<file path="src/logic/quad_ddr_flash_read_pkg.sv">
// constants for the quad double-rate flash read block
package quad_ddr_flash_read_pkg;
  localparam int          WORD_W          = 16;
  localparam int          NIB_W           = 4;
  localparam int          WADDR_W         = 18;
  localparam int          ADDR_NIBBLES    = 6;
  localparam int          CMD_BITS        = 16;
  localparam logic [7:0]  ENTRY_OPCODE    = 8'hD4;
  localparam logic [15:0] RELEASE_PATTERN = 16'h55AA;
  localparam logic [7:0]  CONFIG_RESET    = 8'h00;
  // address bit positions
  localparam int          ADDR_TOP_BIT    = 23;
  localparam int          WADDR_LO_BIT    = 1;
  localparam int          WADDR_HI_BIT    = 18;
  // mode_config_byte field layout
  localparam int          BURST_HI        = 7;
  localparam int          BURST_LO        = 5;
  localparam int          RANGE_HI        = 4;
  localparam int          RANGE_LO        = 3;
  localparam int          LAT_HI          = 2;
  localparam int          LAT_LO          = 0;
  localparam logic [2:0]  BURST_CONT      = 3'h0;
  localparam logic [2:0]  BURST_WRAP4     = 3'h4;
  localparam logic [2:0]  BURST_WRAP8     = 3'h5;
  localparam logic [2:0]  BURST_WRAP16    = 3'h6;
  localparam logic [2:0]  BURST_WRAP32    = 3'h7;
  localparam logic [1:0]  RANGE_POWER_SAVE = 2'h0;
  localparam logic [2:0]  LAT_MAX_CODE    = 3'h5;
  localparam logic [1:0]  LAST_NIBBLE     = 2'h3;
  localparam logic [4:0]  CMD_CNT_MAX     = 5'h11;
  typedef enum logic [2:0] {
    ST_NORMAL,
    ST_Q_ADDR,
    ST_Q_WAIT,
    ST_Q_LAT,
    ST_Q_DATA,
    ST_Q_HALT
  } mode_state_t;
endpackage : quad_ddr_flash_read_pkg

</file>
<file path="src/logic/quad_ddr_flash_read.sv">
// quad double-rate read mode of a serial flash, device side
// Operation
// - in quad mode the four data_io_lines carry address in and data out
// - normal mode samples on rising edges; quad mode uses both clock edges
// - data leaves as 16-bit words; host keeps address bit 0 low
// - quad mode starts at select rise after entry; lasts until release
// - entry accepted in SPI mode 0 or 3; no SPI mode while in quad
// - 24-bit start address latched from four lines on both clock edges
// - while deselected in quad mode all four lines stay inputs
// - address bits 23..19 ignored; only even addresses accepted
// - select rise pauses: outputs float, new address phase needed
// - address xx55AA then select rise after clock low exits quad mode
// - mode configuration byte kept until release, survives pauses
// - config bits 7..5 pick continuous or 4/8/16/32-word wrap
// - config bits 4..3 pick clock range, 00 meaning power save
// - config bits 2..0 set latency 0.5 to 3.0 clocks in halves
// - continuous burst steps two bytes per word, wraps 7FFFE to zero
// - wrap burst returns to first word of the aligned block
// - latency counts from first falling edge after address as zero
`timescale 1ns/1ps
module quad_ddr_flash_read
  import quad_ddr_flash_read_pkg::*;
(
  input  wire logic                                   ref_clk,
  input  wire logic                                   sys_rst,
  input  wire logic                                   sclk,
  input  wire logic                                   cs_n,
  input  wire logic [quad_ddr_flash_read_pkg::NIB_W-1:0]   data_io_in,
  output logic      [quad_ddr_flash_read_pkg::NIB_W-1:0]   data_io_out,
  output logic      [quad_ddr_flash_read_pkg::NIB_W-1:0]   data_io_oe,
  output logic      [quad_ddr_flash_read_pkg::WADDR_W-1:0] mem_addr,
  input  wire logic [quad_ddr_flash_read_pkg::WORD_W-1:0]  mem_data,
  output logic                                       quad_ddr_read_mode,
  output logic      [7:0]                             quad_read_config,
  output logic                                       power_save
);
  import quad_ddr_flash_read_pkg::*;

  // two-flop synchronisers; third stage only for edge detection
  logic              sclk_s1_reg;
  logic              sclk_s2_reg;
  logic              sclk_s3_reg;
  logic              cs_s1_reg;
  logic              cs_s2_reg;
  logic              cs_s3_reg;
  logic [NIB_W-1:0]  din_s1_reg;
  logic [NIB_W-1:0]  din_s2_reg;

  always_ff @(posedge ref_clk or posedge sys_rst) begin
    if (sys_rst) begin
      sclk_s1_reg <= 1'b0;
      sclk_s2_reg <= 1'b0;
      sclk_s3_reg <= 1'b0;
      cs_s1_reg   <= 1'b1;
      cs_s2_reg   <= 1'b1;
      cs_s3_reg   <= 1'b1;
      din_s1_reg  <= '0;
      din_s2_reg  <= '0;
    end else begin
      sclk_s1_reg <= sclk;
      sclk_s2_reg <= sclk_s1_reg;
      sclk_s3_reg <= sclk_s2_reg;
      cs_s1_reg   <= cs_n;
      cs_s2_reg   <= cs_s1_reg;
      cs_s3_reg   <= cs_s2_reg;
      din_s1_reg  <= data_io_in;
      din_s2_reg  <= din_s1_reg;
    end
  end

  logic sck_rise;
  logic sck_fall;
  logic sck_edge;
  logic cs_rise;
  logic cs_fall;
  logic selected;
  assign sck_rise = sclk_s2_reg & ~sclk_s3_reg;
  assign sck_fall = ~sclk_s2_reg & sclk_s3_reg;
  assign sck_edge = sck_rise | sck_fall;
  assign cs_rise  = cs_s2_reg & ~cs_s3_reg;
  assign cs_fall  = ~cs_s2_reg & cs_s3_reg;
  assign selected = ~cs_s2_reg;

  mode_state_t               state_reg;
  logic [4:0]                cmd_cnt_reg;
  logic [CMD_BITS-1:0]       cmd_shift_reg;
  logic [2:0]                addr_cnt_reg;
  logic [ADDR_TOP_BIT:0]     addr_shift_reg;
  logic [2:0]                lat_cnt_reg;
  logic [1:0]                nib_idx_reg;
  logic [WORD_W-1:0]         word_reg;
  logic                      release_pend_reg;
  logic [7:0]                config_reg;

  logic [2:0]                burst_field;
  logic [1:0]                clock_range_field;
  logic [2:0]                latency_field;
  assign burst_field       = config_reg[BURST_HI:BURST_LO];
  assign clock_range_field = config_reg[RANGE_HI:RANGE_LO];
  assign latency_field     = config_reg[LAT_HI:LAT_LO];

  logic entry_ok;
  assign entry_ok = (cmd_cnt_reg == 5'(CMD_BITS))
                 && (cmd_shift_reg[CMD_BITS-1:8] == ENTRY_OPCODE);

  // last address nibble arrives on this edge
  logic addr_last;
  assign addr_last = selected && sck_edge && addr_cnt_reg == 3'(ADDR_NIBBLES - 1);
  logic lat_done;
  assign lat_done = lat_cnt_reg == latency_field || lat_cnt_reg == LAT_MAX_CODE;

  // word address of the next word under the selected burst type
  logic [WADDR_W-1:0] wrap_mask;
  logic [WADDR_W-1:0] next_addr;
  logic [WADDR_W-1:0] addr_inc;
  always_comb begin
    wrap_mask = '0;
    case (burst_field)
      BURST_WRAP4:  wrap_mask = WADDR_W'(18'h00003);
      BURST_WRAP8:  wrap_mask = WADDR_W'(18'h00007);
      BURST_WRAP16: wrap_mask = WADDR_W'(18'h0000F);
      BURST_WRAP32: wrap_mask = WADDR_W'(18'h0001F);
      default:      wrap_mask = '0;
    endcase
    addr_inc = mem_addr + WADDR_W'(1);
    // undefined codes 001..011 run on like continuous rather than stall
    if (wrap_mask == '0) begin
      next_addr = addr_inc;
    end else begin
      next_addr = (mem_addr & ~wrap_mask) | (addr_inc & wrap_mask);
    end
  end

  // address as it stands after the nibble arriving this edge
  logic [ADDR_TOP_BIT:0] addr_full;
  assign addr_full = {addr_shift_reg[ADDR_TOP_BIT-NIB_W:0], din_s2_reg};

  // mode and transfer sequencing
  always_ff @(posedge ref_clk or posedge sys_rst) begin
    if (sys_rst) begin
      state_reg        <= ST_NORMAL;
      cmd_cnt_reg      <= '0;
      cmd_shift_reg    <= '0;
      addr_cnt_reg     <= '0;
      addr_shift_reg   <= '0;
      lat_cnt_reg      <= '0;
      release_pend_reg <= 1'b0;
    end else begin
      case (state_reg)
        ST_NORMAL: begin
          // only rising edges count, so mode 0 and mode 3 both work
          if (cs_fall) begin
            cmd_cnt_reg <= '0;
          end else if (selected && sck_rise && cmd_cnt_reg != CMD_CNT_MAX) begin
            cmd_shift_reg <= {cmd_shift_reg[CMD_BITS-2:0], din_s2_reg[0]};
            cmd_cnt_reg   <= cmd_cnt_reg + 5'(1);
          end
          if (cs_rise && entry_ok) begin
            state_reg    <= ST_Q_ADDR;
            addr_cnt_reg <= '0;
          end
        end
        default: begin
          if (!selected) begin
            // pause: fresh address phase on the next select
            addr_cnt_reg <= '0;
            lat_cnt_reg  <= '0;
            if (cs_rise && release_pend_reg) begin
              state_reg   <= ST_NORMAL;
              cmd_cnt_reg <= '0;
            end else begin
              state_reg <= ST_Q_ADDR;
            end
            release_pend_reg <= 1'b0;
          end else begin
            case (state_reg)
              ST_Q_ADDR: begin
                if (sck_edge) begin
                  addr_shift_reg <= addr_full;
                  addr_cnt_reg   <= addr_cnt_reg + 3'(1);
                  if (addr_cnt_reg == 3'(ADDR_NIBBLES - 1)) begin
                    state_reg        <= ST_Q_WAIT;
                    release_pend_reg <= (addr_full[15:0] == RELEASE_PATTERN);
                  end
                end
              end
              ST_Q_WAIT: begin
                if (sck_fall) begin
                  state_reg   <= ST_Q_LAT;
                  lat_cnt_reg <= '0;
                end
              end
              ST_Q_LAT: begin
                if (sck_edge) begin
                  if (lat_cnt_reg == latency_field || lat_cnt_reg == LAT_MAX_CODE) begin
                    state_reg <= ST_Q_DATA;
                  end else begin
                    lat_cnt_reg <= lat_cnt_reg + 3'(1);
                  end
                end
              end
              ST_Q_DATA: state_reg <= ST_Q_DATA;
              default:   state_reg <= ST_Q_ADDR;
            endcase
          end
        end
      endcase
    end
  end

  // configuration byte: loaded at entry, held through pauses
  always_ff @(posedge ref_clk or posedge sys_rst) begin
    if (sys_rst) begin
      config_reg <= CONFIG_RESET;
    end else if (state_reg == ST_NORMAL && cs_rise && entry_ok) begin
      config_reg <= cmd_shift_reg[7:0];
    end
  end

  // output edge: first data edge is the one closing the latency count
  logic out_edge;
  logic first_edge;
  assign first_edge = selected && state_reg == ST_Q_LAT && sck_edge && lat_done;
  assign out_edge   = first_edge || (selected && state_reg == ST_Q_DATA && sck_edge);

  // word address: loaded by the address phase, stepped after each word
  always_ff @(posedge ref_clk or posedge sys_rst) begin
    if (sys_rst) begin
      mem_addr <= '0;
    end else if (state_reg == ST_Q_ADDR && addr_last) begin
      // bits 23..19 and 0 dropped: even byte addresses only
      mem_addr <= addr_full[WADDR_HI_BIT:WADDR_LO_BIT];
    end else if (out_edge && nib_idx_reg == LAST_NIBBLE) begin
      mem_addr <= next_addr;
    end
  end

  // nibble position within the current word
  always_ff @(posedge ref_clk or posedge sys_rst) begin
    if (sys_rst) begin
      nib_idx_reg <= '0;
    end else if (state_reg == ST_Q_ADDR && addr_last) begin
      nib_idx_reg <= '0;
    end else if (out_edge) begin
      nib_idx_reg <= nib_idx_reg + 2'(1);
    end
  end

  // word held so its later nibbles survive the address step
  always_ff @(posedge ref_clk or posedge sys_rst) begin
    if (sys_rst) begin
      word_reg <= '0;
    end else if (out_edge && nib_idx_reg == 2'h0) begin
      word_reg <= mem_data;
    end
  end

  // pin drivers: lines driven only while selected and streaming
  always_ff @(posedge ref_clk or posedge sys_rst) begin
    if (sys_rst) begin
      data_io_out <= '0;
      data_io_oe  <= '0;
    end else if (!selected || state_reg == ST_NORMAL) begin
      data_io_oe  <= '0;
    end else if (out_edge) begin
      data_io_oe <= '1;
      case (nib_idx_reg)
        2'h0:    data_io_out <= mem_data[15:12];
        2'h1:    data_io_out <= word_reg[11:8];
        2'h2:    data_io_out <= word_reg[7:4];
        default: data_io_out <= word_reg[3:0];
      endcase
    end
  end

  // mode flag lags the state by one cycle so the pin stays glitch free
  always_ff @(posedge ref_clk or posedge sys_rst) begin
    if (sys_rst) begin
      quad_ddr_read_mode <= 1'b0;
    end else begin
      quad_ddr_read_mode <= (state_reg != ST_NORMAL);
    end
  end

  always_ff @(posedge ref_clk or posedge sys_rst) begin
    if (sys_rst) begin
      quad_read_config <= CONFIG_RESET;
    end else begin
      quad_read_config <= config_reg;
    end
  end

  // power save only means something while quad mode is active
  always_ff @(posedge ref_clk or posedge sys_rst) begin
    if (sys_rst) begin
      power_save <= 1'b0;
    end else begin
      power_save <= (state_reg != ST_NORMAL) && (clock_range_field == RANGE_POWER_SAVE);
    end
  end
endmodule : quad_ddr_flash_read

</file>
<file path="config.mk">
export PLATFORM = sky130hd
export DESIGN_NAME = quad_ddr_flash_read
export DESIGN_NICKNAME = d
export VERILOG_FILES = /design/src/logic/quad_ddr_flash_read_pkg.sv /design/src/logic/quad_ddr_flash_read.sv
export SDC_FILE = /design/constraint.sdc
export NUM_CORES = 1
export LEC_CHECK = 0
export ABC_CLOCK_PERIOD_IN_PS = 8300
export BUFFER_PORTS_ARGS = -buffer_cell sky130_fd_sc_hd__buf_2
export CAP_MARGIN = 0
export CORE_ASPECT_RATIO = 1.1
export CORE_MARGIN = 2
export CORE_UTILIZATION = 60
export DETAILED_ROUTE_END_ITERATION = 8
export PLACE_DENSITY = 0.83
export SYNTH_ARGS = -nofsm -noshare
export SYNTH_HDL_FRONTEND = slang
export SYNTH_SLANG_ARGS = --single-unit
</file>
<file path="constraint.sdc">
create_clock -name ref_clk -period 8.3 [get_ports ref_clk]
set_input_delay 0.415 -clock ref_clk [delete_from_list [all_inputs] [get_ports ref_clk]]
set_output_delay 0.415 -clock ref_clk [all_outputs]
set_load 0.02 [all_outputs]
</file>
==> metrics.md <==
| Metric | Value |
|---|---|
| IO buf count | `between 50 and 60` |
| Min-Delay Path Class | `input port to asynchronous set/reset pin` |
| Fill cells | `between 500 and 600` |
| DRC marker count from the first detailed-route iteration | `280` |
| Max incr delay on CP | `slightly below 1000 ps` |
| Required time worst endpoint | `approximately 8700 ps` |
| Flip-flop and latch area | `2880 sq um` |
| Final weighted congestion in routability-driven placement | `0.847` |
| Cell chain of the critical path | `nor3_2 -> clkinv_1 -> nor4_4 -> mux2_2` |
| GR Layer Usage met3 | `0.0725` |
| Count of nets left with antenna violations after detail routing | `0` |
| Final core utilization | `0.733` |
| Share of the yosys chip area belonging to registers | `0.536` |
| Count of boundary I/O pins | `60` |
| FP Rows | `36` |
| Switch Pwr | `between 300 and 400 uW` |
| Proportion of power drawn by combinational gates | `0.042` |
| P per Cell Area | `roughly 230 nW/um^2` |
| Final max-slew violation count | `0` |
| Total wire length after detailed routing | `between 10000 and 15000 um` |
| Internal power consumption | `~1100 uW` |
| Mean area per synthesized cell | `about 12 sq um` |
| Clock transition at path regs | `~60 ps` |
| Syn-to-layout area delta | `19.9%` |
| Setup TNS | `0 ps` |
| Floorplan die area | `between 9000 and 10000 sq um` |
| Max_cap viols | `0` |
| Grt met1 use | `0.328` |
| Total Nets Final | `561` |
| Total power of the final layout | `1470 uW` |
| First-pass GRT wire length | `roughly 19000 um` |
| Max reg flops | `16` |
| Total area of multi-input combinational cells | `approximately 2300 sq um` |
| Met2 layer usage reported by global route | `0.445` |
| Mapped Nets | `495` |
| Proportion of power drawn by flip-flops and latches | `0.414` |
| RR Startpoint | `state_reg[0]$_DFFE_PP0P_` |
| Average routed wire per standard cell | `between 15 and 20 um` |
| Syn. warnings | `0` |
| Number of cells produced by synthesis | `456` |
| Final critical-path required period | `~3000 ps` |
| Aggregate global routing overflow | `0` |
| Area of the mapped netlist | `around 5400 sq um` |
| Area of the core | `about 9000 sq um` |
| Number of synthesized flops with an enable pin | `0` |
| Vertical die dimension | `~100 um` |
| Share of layout cells above drive strength 1 | `0.301` |
| Setup crit start | `state_reg[0]$_DFFE_PP0P_` |
| Largest net degree at the start of global routing | `60` |
| Most area-hungry cell type in the Yosys netlist | `dfrtp_1` |
| Worst skew pair latency | `roughly 520 ps` |
| Transition time at the pin with the least slew margin | `between 1000 and 1500 ps` |
| Critical path peak fanout | `17` |
| H-tree depth reported by CTS | `4` |
| Dpl hpwl | `a little under 8000 um` |
| Via count of the first global-routing pass | `approximately 3900` |
| Total CTS buffers | `17` |
| Layer with the highest usage after global routing | `met2` |
| Proportion of netlist area held by the largest area contributor | `0.522` |
| Commonest non-fill, non-tap cell in the layout | `dfrtp_1` |
| Arrival time at the worst endpoint | `between 3000 and 4000 ps` |
| Number of library cell types mapped by synthesis | `63` |
| N_diodes | `0` |
| Most frequently used flop master after synthesis | `dfrtp_1` |
| Run status | `finished, final reports clean` |
| Skew final | `between 5 and 6 ps` |
| Count of vias placed by the detailed router | `3905` |
| Maximum number of buffers from clock root to sink | `2` |
| Final setup violation count | `0` |
| TritonCTS Sinks | `115` |
| Clock root buffer master | `clkbuf_8` |
| Proportion of power drawn by the clock network | `0.544` |
| Portion of the clock cycle consumed by the worst path in the final layout | `0.359` |
| Synth top area cells | `dfrtp_1 (52%), mux2_2 (9.4%), ha_1 (3.5%)` |
| Effective utilization at floorplan | `0.612` |
| CTS tree | `built` |
| Switching share of total power | `0.220` |
| Cell leakage power | `0.00309 uW` |
| Element type at the critical path end | `flip-flop` |
| Number of antenna violations at the first check in global routing | `0` |
| Slowest cell on crit path | `nor4_4` |
| Overall fraction of global-route tracks in use | `0.264` |
| Fmax | `around 340 MHz` |
| Minimum setup slack in the final design | `approximately 5300 ps` |
| Type of origin of the critical path | `flip-flop` |
| Hold Fails Final Rpt | `0` |
| Number of synthesized register bits | `between 100 and 150` |
| Remaining max-slew budget at the tightest pin | `0.317` |
| Detailed-router iteration count before antenna repair | `7` |
| Leading cell types in the layout, fill and taps excluded | `dfrtp_1 (112), buf_2 (59), mux2_2 (45)` |
| Vias/cell | `approximately 6` |
| Width of the die | `94.2 um` |
| Async set or reset register ratio after synthesis | `1.00` |
| Peak supply drop | `between 0.15 and 0.2 mV` |
| Setup repair after global routing missed its margin | `false` |
| Worst Setup Path Type | `flip-flop to flip-flop` |
| Detailed-route DRC error count | `0` |
| Pre-CTS setup slack | `5360 ps` |
## repair_timing
item / in CTS / in global routing
gates resized for setup: 0 / 0
endpoints found under the hold margin: 6 / 0
hold buffers: 6 / 0
setup endpoints to repair: 0 / 0
buffers inserted: 0 / 0
## worst paths after layout
check                                               end  slack, ps  depth (start not counted)
max in group asynchronous    asynchronous set/reset pin       7090                          3
hold / removal                  word_reg[3]$_DFFE_PP0P_        0.8                          2
hold reg to reg                 din_s2_reg[0]$_DFF_PP0_        350                          0
min in group ref_clk            word_reg[6]$_DFFE_PP0P_        120                          2
setup reg to reg           cmd_shift_reg[1]$_DFFE_PP0P_       5320                          4
setup / recovery           cmd_shift_reg[1]$_DFFE_PP0P_       5320                          4
## metrics by stage
step	cells	cell area (sq um)	hold WS, ps
after floorplan	456	5370	331
after global placement	611	5730	333
after detailed placement	611	5730	335
after CTS	649	6440	14.7
after global routing	649	6440	42.5
final	649	6440	0.826
## critical path: cells and delay by family (launching register included)
kind          cells  cell delay [ps]
buf+inv           1              360
mux               1              440
simple gates      2             1540
flops             1              510
## power by group through the flow
stage,logic (uW),clock network [uW],registers (uW)
6_report,61.8,801,608
5_1_grt,70.0,837,611
4_1_cts,63.3,808,608
3_5_place_dp,60.3,0,617
3_3_place_gp,56.4,0,615
2_1_floorplan,44.8,0,608
## cells by family after synthesis
logic type | Yosys count | share of synthesized area
and+or+nand+nor | 131 | 0.139
adders and majority gates | 15 | 0.0349
AOI/OAI and AO/OA | 83 | 0.105
xor gates and xnor gates | 15 | 0.0245
DFF | 115 | 0.536
buffers and inverters | 38 | 0.0312
muxes | 59 | 0.130
## cell usage after synthesis, drive strengths merged, types with 4 or more instances
master,n
dfrtp,112
mux2,55
nand2,26
a21oi,22
nor2,22
o21ai,21
nand3,19
inv,17
ha,15
clkbuf,11
nor3,10
buf,9
o211ai,8
xor2,8
nand4,7
xnor2,7
and2,5
nand2b,5
nand3b,5
a211oi,4
a222oi,4
mux2i,4
nor3b,4
## cell type report
class,count,area share
clock inverters,14,0.0348
well taps,114,0.0221
clock buffers,18,0.0664
repair buffers,67,0.0575
multi-input cells,303,0.361
flip-flops and latches,115,0.447
inverters,18,0.0109
## layer usage
metal / routed length [um] / share of wire / up-vias
met4: 278 / 0.024 / 0
met1: 4760 / 0.41 / 1942
met5: 0 / 0 / -
met3: 572 / 0.049 / 30
met2: 6140 / 0.52 / 139
li1: - / - / 1794
Note: power is estimated with default switching activity, not from simulation.
